<file path="config.mk">
export PLATFORM = sky130hd
export DESIGN_NAME = canopen_sync_startup_ctrl
export DESIGN_NICKNAME = d
export VERILOG_FILES = /design/src/sync_tick_gen.v /design/src/canopen_sync_startup_ctrl.v
export VERILOG_INCLUDE_DIRS = /design/src /design/src/src
export SDC_FILE = /design/constraint.sdc
export NUM_CORES = 2
export LEC_CHECK = 0
export BUFFER_PORTS_ARGS = -buffer_cell sky130_fd_sc_hd__buf_4
export CAP_MARGIN = 20
export CORE_AREA = 2 2 220 439
export DETAILED_ROUTE_END_ITERATION = 16
export DIE_AREA = 0 0 222 441
export GPL_ROUTABILITY_DRIVEN = 1
export PLACE_DENSITY = 0.67
export SLEW_MARGIN = 5
export SYNTH_ARGS = -nofsm -noshare
export SYNTH_HDL_FRONTEND = slang
export SYNTH_SLANG_ARGS = --single-unit
</file>
<file path="constraint.sdc">
create_clock -name clk -period 221.6 [get_ports clk]
set_clock_uncertainty 0.15 [all_clocks]
set_input_delay 22.16 -clock clk [delete_from_list [all_inputs] [get_ports clk]]
set_output_delay 22.16 -clock clk [all_outputs]
set_load 0.01 [all_outputs]
</file>
<file path="src/sync_ctrl_defines.vh">
`ifndef SYNC_CTRL_DEFINES_VH
`define SYNC_CTRL_DEFINES_VH
// register indices on the plain port
`define ADDR_W            4
`define REG_CTRL          4'h0
`define REG_OPTS          4'h1
`define REG_MISS_MAX      4'h2
`define REG_CALC_NUM      4'h3
`define REG_TX_DIV        4'h4
`define REG_MAN_PERIOD    4'h5
`define REG_STATUS        4'h6
`define REG_IRQ_STAT      4'h7
`define REG_IRQ_MASK      4'h8
`define REG_MEAS_PERIOD   4'h9
`define REG_CMD           4'hA
// ctrl fields
`define CTRL_EN_BIT       0
`define CTRL_SEL_BIT      1
`define CTRL_RATE_LSB     4
`define CTRL_RATE_W       3
`define CTRL_RESET        8'h71
// option mask bits
`define OPT_BOOT          0
`define OPT_SYNC_PROD     2
`define OPT_AUTO_OP       3
`define OPT_AUTO_PER      4
`define OPTS_RESET        8'h00
`define MISS_MAX_RESET    8'h00
`define CALC_NUM_RESET    8'h05
`define TX_DIV_RESET      8'h05
`define MAN_PERIOD_RESET  32'h00000000
// cmd bits
`define CMD_START         0
`define CMD_INIT_DONE     1
// interrupt bits
`define IRQ_FAULT         0
`define IRQ_MEAS          1
`define IRQ_OPER          2
`define IRQ_W             3
// timing
`define CLK_MHZ           200
`define TICK_US           2000
`define TICK_CYCLES       (`TICK_US * `CLK_MHZ)
`define PERIOD_W          32
`endif

</file>
<file path="src/sync_tick_gen.v">
`timescale 1ns/1ps
`include "sync_ctrl_defines.vh"
// ----------------------------------------
// 2 ms tick divider
// ----------------------------------------
module sync_tick_gen #(
  parameter TICK_CYCLES = `TICK_CYCLES
) (
  input  wire clk,
  input  wire rstn,
  input  wire run,
  output reg  tick
);
  reg [19:0] cnt_r;
  always @(posedge clk or negedge rstn) begin
    if (!rstn) begin
      cnt_r <= 20'h00000;
      tick  <= 1'b0;
    end else if (!run) begin
      cnt_r <= 20'h00000;
      tick  <= 1'b0;
    end else if (cnt_r == TICK_CYCLES - 1) begin
      cnt_r <= 20'h00000;
      tick  <= 1'b1;
    end else begin
      cnt_r <= cnt_r + 20'h00001;
      tick  <= 1'b0;
    end
  end
endmodule // sync_tick_gen

</file>
<file path="src/canopen_sync_startup_ctrl.v">
`timescale 1ns/1ps
`include "sync_ctrl_defines.vh"
// Contract
// - bit rate field selects one of eight rates, 10000 to 1000000 bit/s
// - one bit selects controller instance; instance zero is the default
// - enable bit gates all bus activity of the node
// - option bit 0 sends boot-up message after initialisation
// - option bit 2 makes this node the SYNC producer
// - option bit 3 enters operational alone; else wait start command
// - option bit 4 measures SYNC period from received SYNC spacing
// - fault after configured count of SYNC periods without SYNC
// - measurement averages a configurable number of received SYNC intervals
// - produced SYNC interval is divider times 2 ms
// - manual SYNC period used when measurement is off
module canopen_sync_startup_ctrl #(
  parameter TICK_CYCLES = `TICK_CYCLES
) (
  input  wire                  clk,
  input  wire                  rstn,
  input  wire [`ADDR_W-1:0]    addr,
  input  wire [31:0]           wdata,
  input  wire                  wr,
  input  wire                  rd,
  output reg  [31:0]           rdata,
  input  wire                  sync_rx,
  input  wire                  start_cmd,
  output reg                   can_en,
  output reg                   ctrl_sel,
  output reg  [19:0]           bit_rate_kbps_x10,
  output reg                   boot_tx,
  output reg                   sync_tx,
  output reg                   operational,
  output reg                   sync_fault,
  output wire                  irq
);
  // ----------------------------------------
  // states
  // ----------------------------------------
  localparam ST_INIT = 3'b001;
  localparam ST_PREOP = 3'b010;
  localparam ST_OPER = 3'b100;

  reg [7:0]            ctrl_r;
  reg [7:0]            opts_r;
  reg [7:0]            miss_max_r;
  reg [7:0]            calc_num_r;
  reg [7:0]            tx_div_r;
  reg [`PERIOD_W-1:0]  man_period_r;
  reg [`PERIOD_W-1:0]  meas_period_r;
  reg [`IRQ_W-1:0]     irq_stat_r;
  reg [`IRQ_W-1:0]     irq_mask_r;
  reg [2:0]            state_r;
  reg [2:0]            state_nxt;
  reg                  init_done_r;
  reg                  start_r;
  reg [`PERIOD_W-1:0]  gap_cnt_r;
  reg [`PERIOD_W+7:0]  acc_r;
  reg [7:0]            acc_n_r;
  reg                  seen_r;
  reg [`PERIOD_W-1:0]  miss_cnt_r;
  reg [7:0]            miss_per_r;
  reg [7:0]            div_cnt_r;
  wire                 tick;
  wire                 en;
  wire [`PERIOD_W-1:0] period;
  wire                 auto_per;
  wire                 wr_cmd;
  wire                 sup_on;
  wire                 miss_wrap;
  wire                 miss_last;
  wire                 meas_last;
  wire [`PERIOD_W+7:0] avg_sum;
  wire [`PERIOD_W+7:0] avg_val;
  wire                 ev_fault;
  wire                 ev_meas;
  wire                 ev_oper;
  wire [`IRQ_W-1:0]    clr_bits;

  // ----------------------------------------
  // rate table
  // ----------------------------------------
  function [19:0] rate_lookup;
    input [2:0] sel;
    begin
      case (sel)
        3'h0: rate_lookup = 20'h003E8;
        3'h1: rate_lookup = 20'h007D0;
        3'h2: rate_lookup = 20'h01388;
        3'h3: rate_lookup = 20'h030D4;
        3'h4: rate_lookup = 20'h061A8;
        3'h5: rate_lookup = 20'h0C350;
        3'h6: rate_lookup = 20'h13880;
        default: rate_lookup = 20'h186A0;
      endcase
    end
  endfunction

  // only bits 0, 2, 3, 4 are ever looked at
  assign en       = ctrl_r[`CTRL_EN_BIT];
  assign auto_per = opts_r[`OPT_AUTO_PER];
  assign period   = (auto_per && meas_period_r != 32'h00000000) ? meas_period_r : man_period_r;
  assign wr_cmd   = wr && (addr == `REG_CMD);

  // ----------------------------------------
  // event decode
  // ----------------------------------------
  // one decode feeds both the counters and the status bits, so they cannot drift apart
  assign sup_on    = period != 32'h00000000 && miss_max_r != 8'h00;
  assign miss_wrap = sup_on && !sync_rx && !sync_fault && miss_cnt_r + 32'h00000001 >= period;
  assign miss_last = miss_wrap && miss_per_r + 8'h01 >= miss_max_r;
  assign meas_last = sync_rx && auto_per && seen_r && calc_num_r != 8'h00 && acc_n_r + 8'h01 >= calc_num_r;
  // sum is 40 bits so a long run of long gaps cannot overflow before the divide
  assign avg_sum   = acc_r + {8'h00, gap_cnt_r};
  assign avg_val   = avg_sum / {32'h00000000, calc_num_r};
  assign ev_fault  = en && miss_last;
  assign ev_meas   = en && meas_last;
  assign ev_oper   = state_r != ST_OPER && state_nxt == ST_OPER;
  assign clr_bits  = (wr && addr == `REG_IRQ_STAT) ? wdata[`IRQ_W-1:0] : {`IRQ_W{1'b0}};

  sync_tick_gen #(
    .TICK_CYCLES (TICK_CYCLES)
  ) u_tick (
    .clk  (clk),
    .rstn (rstn),
    .run  (en),
    .tick (tick)
  );

  // ----------------------------------------
  // register writes
  // ----------------------------------------
  always @(posedge clk or negedge rstn) begin
    if (!rstn) begin
      ctrl_r       <= `CTRL_RESET;
      opts_r       <= `OPTS_RESET;
      miss_max_r   <= `MISS_MAX_RESET;
      calc_num_r   <= `CALC_NUM_RESET;
      tx_div_r     <= `TX_DIV_RESET;
      man_period_r <= `MAN_PERIOD_RESET;
      irq_mask_r   <= {`IRQ_W{1'b0}};
    end else if (wr) begin
      case (addr)
        `REG_CTRL:       ctrl_r <= wdata[7:0];
        `REG_OPTS:       opts_r <= wdata[7:0];
        `REG_MISS_MAX:   miss_max_r <= wdata[7:0];
        `REG_CALC_NUM:   calc_num_r <= wdata[7:0];
        `REG_TX_DIV:     tx_div_r <= wdata[7:0];
        `REG_MAN_PERIOD: man_period_r <= wdata;
        `REG_IRQ_MASK:   irq_mask_r <= wdata[`IRQ_W-1:0];
        default: ;
      endcase
    end
  end

  // ----------------------------------------
  // node state machine
  // ----------------------------------------
  always @* begin
    state_nxt = state_r;
    case (state_r)
      ST_INIT:  if (init_done_r) state_nxt = ST_PREOP;
      ST_PREOP: if (opts_r[`OPT_AUTO_OP] || start_r) state_nxt = ST_OPER;
      ST_OPER:  state_nxt = ST_OPER;
      default:  state_nxt = ST_INIT;
    endcase
    if (!en) state_nxt = ST_INIT;
  end

  always @(posedge clk or negedge rstn) begin
    if (!rstn) begin
      state_r     <= ST_INIT;
      init_done_r <= 1'b0;
      start_r     <= 1'b0;
      boot_tx     <= 1'b0;
    end else begin
      state_r     <= state_nxt;
      init_done_r <= en && (init_done_r || (wr_cmd && wdata[`CMD_INIT_DONE]));
      // start request held until used; ignored while disabled
      start_r     <= en && state_r != ST_OPER &&
                     (start_r || start_cmd || (wr_cmd && wdata[`CMD_START]));
      boot_tx     <= en && opts_r[`OPT_BOOT] && state_r == ST_INIT && state_nxt == ST_PREOP;
    end
  end

  // ----------------------------------------
  // sync measurement and supervision
  // ----------------------------------------
  always @(posedge clk or negedge rstn) begin
    if (!rstn) begin
      gap_cnt_r     <= 32'h00000000;
      acc_r         <= 40'h0000000000;
      acc_n_r       <= 8'h00;
      seen_r        <= 1'b0;
      meas_period_r <= 32'h00000000;
      miss_cnt_r    <= 32'h00000000;
      miss_per_r    <= 8'h00;
      sync_fault    <= 1'b0;
    end else if (!en) begin
      gap_cnt_r  <= 32'h00000000;
      acc_r      <= 40'h0000000000;
      acc_n_r    <= 8'h00;
      seen_r     <= 1'b0;
      miss_cnt_r <= 32'h00000000;
      miss_per_r <= 8'h00;
      sync_fault <= 1'b0;
    end else begin
      if (sync_rx) begin
        gap_cnt_r  <= 32'h00000001;
        seen_r     <= 1'b1;
        miss_cnt_r <= 32'h00000000;
        miss_per_r <= 8'h00;
        sync_fault <= 1'b0;
        if (auto_per && seen_r) begin
          // needs calc_num intervals; a count of zero never completes
          if (meas_last) begin
            meas_period_r <= avg_val[`PERIOD_W-1:0];
            acc_r         <= 40'h0000000000;
            acc_n_r       <= 8'h00;
          end else begin
            acc_r   <= avg_sum;
            acc_n_r <= acc_n_r + 8'h01;
          end
        end
      end else begin
        if (gap_cnt_r != 32'hFFFFFFFF) gap_cnt_r <= gap_cnt_r + 32'h00000001;
        // supervision runs only with a nonzero period and limit
        if (period != 32'h00000000 && miss_max_r != 8'h00 && !sync_fault) begin
          if (miss_cnt_r + 32'h00000001 >= period) begin
            miss_cnt_r <= 32'h00000000;
            miss_per_r <= miss_per_r + 8'h01;
            if (miss_last) sync_fault <= 1'b1;
          end else begin
            miss_cnt_r <= miss_cnt_r + 32'h00000001;
          end
        end
      end
    end
  end

  // ----------------------------------------
  // sync production
  // ----------------------------------------
  always @(posedge clk or negedge rstn) begin
    if (!rstn) begin
      div_cnt_r <= 8'h00;
      sync_tx   <= 1'b0;
    end else begin
      sync_tx <= 1'b0;
      if (!en || !opts_r[`OPT_SYNC_PROD] || tx_div_r == 8'h00) begin
        div_cnt_r <= 8'h00;
      end else if (tick) begin
        if (div_cnt_r + 8'h01 >= tx_div_r) begin
          div_cnt_r <= 8'h00;
          sync_tx   <= 1'b1;
        end else begin
          div_cnt_r <= div_cnt_r + 8'h01;
        end
      end
    end
  end

  // ----------------------------------------
  // outputs and interrupts
  // ----------------------------------------
  always @(posedge clk or negedge rstn) begin
    if (!rstn) begin
      can_en            <= 1'b0;
      ctrl_sel          <= 1'b0;
      bit_rate_kbps_x10 <= 20'h186A0;
      operational       <= 1'b0;
      irq_stat_r        <= {`IRQ_W{1'b0}};
    end else begin
      can_en            <= en;
      ctrl_sel          <= ctrl_r[`CTRL_SEL_BIT];
      bit_rate_kbps_x10 <= rate_lookup(ctrl_r[`CTRL_RATE_LSB +: `CTRL_RATE_W]);
      operational       <= state_r == ST_OPER;
      // a new event wins over a same-cycle clear
      irq_stat_r <= (irq_stat_r & ~clr_bits) | {ev_oper, ev_meas, ev_fault};
    end
  end

  assign irq = |(irq_stat_r & irq_mask_r);

  // ----------------------------------------
  // register reads
  // ----------------------------------------
  always @(posedge clk or negedge rstn) begin
    if (!rstn) begin
      rdata <= 32'h00000000;
    end else if (rd) begin
      case (addr)
        `REG_CTRL:        rdata <= {24'h000000, ctrl_r};
        `REG_OPTS:        rdata <= {24'h000000, opts_r};
        `REG_MISS_MAX:    rdata <= {24'h000000, miss_max_r};
        `REG_CALC_NUM:    rdata <= {24'h000000, calc_num_r};
        `REG_TX_DIV:      rdata <= {24'h000000, tx_div_r};
        `REG_MAN_PERIOD:  rdata <= man_period_r;
        `REG_STATUS:      rdata <= {26'h0000000, seen_r, sync_fault, 1'b0, state_r};
        `REG_IRQ_STAT:    rdata <= {29'h00000000, irq_stat_r};
        `REG_IRQ_MASK:    rdata <= {29'h00000000, irq_mask_r};
        `REG_MEAS_PERIOD: rdata <= meas_period_r;
        default:          rdata <= 32'h00000000;
      endcase
    end else begin
      rdata <= 32'h00000000;
    end
  end
endmodule // canopen_sync_startup_ctrl

</file>
==> out/metrics.cfg <==
[cts]
clockRootBuffer = clkbuf_16
cts-resized-gates = 0
cts_hold_buf = 0
htreeDepth = 1
clkSinkCount = 318
path_clk_slew_ps = 70
clockBufferDepth = 3
numCtsBuffers = 29
clk_latency_ps = 610
cts_tree = done
postCtsSetupBuffers = 0

[synth]
syn_inst = 6188
syn_area_per_cell_um2 = 7.58
synth_edf_count = 0
yosys_warnings = 0
synth_cell_type_count = 146
ys_async_sr_fraction = 1.00
synth_area_mm2 = 0.0469
ys_seq_area_frac = 0.170
ys.flop_type = dfrtp_1
ys_ff_latch = 318

[sta]
fmax_mhz = 7.68
relSlewSlack = 0.260
worstMarginPinSlew_ps = 1100
slew_violations = 0
rsz0062_at_grt = no
final.period_utilization = 0.588
finalHoldViolCount = 0
post-route-min-period_ps = 130240
setup_viol = 0
finalSetupTns_ps = 0

[worst_setup_path]
setup.worst_path.end_class = flip-flop
cp-start-kind = flip-flop
worst_ep_required_time_ps = 221920
crit_slowest_cell = a41oi_1
crit_type = reg2reg
crit_fanout = 26
crit_arrival_ps = 130570
max_stage_delay_ps = 770
critPathMostFrequentCell = o21a_1

[grt]
grt_max_degree = 92
grt_use_total = 0.303
grt_pass1_vias = 46200
grt_pass1_wl_um = 246000
grt_antenna_before_repair = 0
gr-total-overflow = 0

[routing]
routed_wl_um = 153000
route.met2.wl_um = 74600
routedWlPerCell_um = 20.7
wl_met1_um = 65100
viasPerCell = 6.51
dr.first_iter.drc_count = 3617
first_pass_iters = 8
ant_nets = 0
routed-via-count = 48100
drc_errors = 0
dr_wl_met3_um = 7160
top_layer_used = met4

[cells_and_area]
syn_to_final_growth_pct = 6.20
drive_above_1_share = 0.0953
antenna_cells = 0
final_nets = 6587

[hold_path]
min_path_type = reg2reg

[floorplan]
core-area_mm2 = 0.0947
fp-row-count = 160
ios = 101
die_w_um = 222
die_y_um = 441
die-area_mm2 = 0.0979
start_util = 0.495

[placed_design]
dp_hpwl_um = 121000
portBuffers = 95
gp_congestion = 0.972

[outcome]
outcome = completed

[job]
maxCapViolCount = 0

sequential cells by signal, summed over array words and instances, names as in the netlist, 15 cells and up:
signal,flops
acc_r,40
bit_rate_kbps_x10,15
gap_cnt_r,32
man_period_r,32
meas_period_r,32
miss_cnt_r,32
rdata,32
u_tick.cnt_r,20
cells in the mapped netlist (68+ instances only):
cell type | count | area (µm²)
nor2_1 | 623 | 2340
nand2_1 | 558 | 2090
a21oi_1 | 402 | 2010
ha_1 | 387 | 4840
nor3_1 | 321 | 1610
dfrtp_1 | 303 | 7580
o21ai_0 | 285 | 1430
xnor2_1 | 232 | 2030
o21a_1 | 223 | 1670
nand3_1 | 220 | 1100
xor2_1 | 165 | 1450
inv_1 | 151 | 567
clkbuf_1 | 150 | 563
mux2_2 | 124 | 1400
nand4_1 | 116 | 726
o31ai_1 | 98 | 736
and3_1 | 97 | 607
mux2i_1 | 96 | 961
a21o_1 | 85 | 638
nand2b_1 | 83 | 519
and2_1 | 81 | 507
nor4_1 | 76 | 475
nor2b_1 | 71 | 444
or2_2 | 69 | 432
or3_1 | 68 | 425
cell families (layout without fill, tap and decap cells):
kind of cell / Yosys count / in the layout / synth area share
compound gates: 1841 / 1841 / 0.273
xor+xnor: 400 / 400 / 0.0752
fa+ha+maj: 395 / 395 / 0.105
buf+inv: 375 / 363 / 0.0322
flops: 318 / 318 / 0.170
mux: 234 / 234 / 0.0545
other cells: 1 / 5 / 0.0000799
simple gates: 2624 / 2624 / 0.290
area by class of cell:
type,instances,area [µm²]
inverters,157,589
clock inverters,18,275
flip-flops and latches,318,7980
well taps,1215,1520
clock buffers,36,792
repair buffers,152,1190
fillers,9103,44900
multi-input cells,5499,37500
worst max-delay path, delay by kind of cell (launching register included):
family,cells,cell delay [ps]
xor+xnor,1,220
fa+ha+maj,41,12550
compound gates,290,65940
mux,10,3020
simple gates,170,43740
buf+inv,34,3790
flops,1,420
through the flow:
| stage | instance area (µm²) | cells | setup WS, ps | hold WS, ps | util |
|---|---|---|---|---|---|
| after global routing | 49800 | 7395 | 78990 | 327 | 0.526 |
| final | 49800 | 7395 | 91360 | 318 | 0.526 |
| after floorplan | 46900 | 6192 | 108580 | 218 | - |
| after CTS | 49700 | 7390 | 92620 | 312 | 0.525 |
| after global placement | 48700 | 7335 | 98340 | 286 | 0.514 |
| after detailed placement | 48700 | 7336 | 93110 | 285 | 0.514 |
per-layer routing:
layer | global-route usage | up-vias
met5 | 0 | -
met2 | 0.541 | 1535
met3 | 0.0209 | 351
met1 | 0.379 | 22900
met4 | 0.118 | 0
li1 | - | 23300
worst paths after layout:
kind	start	cells past startpoint	end	slack [ps]
worst min register to register	ctrl_r[1]	0	ctrl_sel	320
worst max register to register	gap_cnt_r[8]	546	meas_period_r[0]	91360
min in group asynchronous	rstn	1	meas_period_r[28]	21390
worst min-delay path	ctrl_r[1]	0	ctrl_sel	320
worst max-delay path	gap_cnt_r[8]	546	meas_period_r[0]	91360
max in group asynchronous	rstn	2	miss_per_r[3]	198410
cells in the final DEF, fill, tap and decap left out, types with 21 or more instances in the layout:
cell       synthesis  routed
xor2_1           165     165
a21o_1            85      85
o22ai_1           21      21
and3_1            97      97
or4_1             27      27
mux2_2           124     124
o31ai_1           98      98
nor3_1           321     318
a211oi_1          63      63
nor2b_1           71      71
a31oi_1           59      59
or3_1             68      68
dfrtp_1          303     303
buf_4             14     145
o211ai_1          52      52
a21oi_1          402     402
a22oi_1           42      42
nor4_1            76      74
or2_2             69      69
inv_1            151     143
o21bai_1          26      26
o21a_1           223     223
nand2_1          558     558
o21ai_0          285     285
and4_1            41      41
mux2i_1           96      96
nor2_1           623     623
a211o_1           31      31
ha_1             387     387
nand3_1          220     220
clkbuf_16          0      29
nand4_1          116     116
o21ai_1           63      62
a22o_1            42      42
nand2b_1          83      83
xnor2_1          232     232
and2_1            81      80
Power is not shown: default switching activity piles up to over one toggle a cycle in this logic, so the estimate is an artifact.
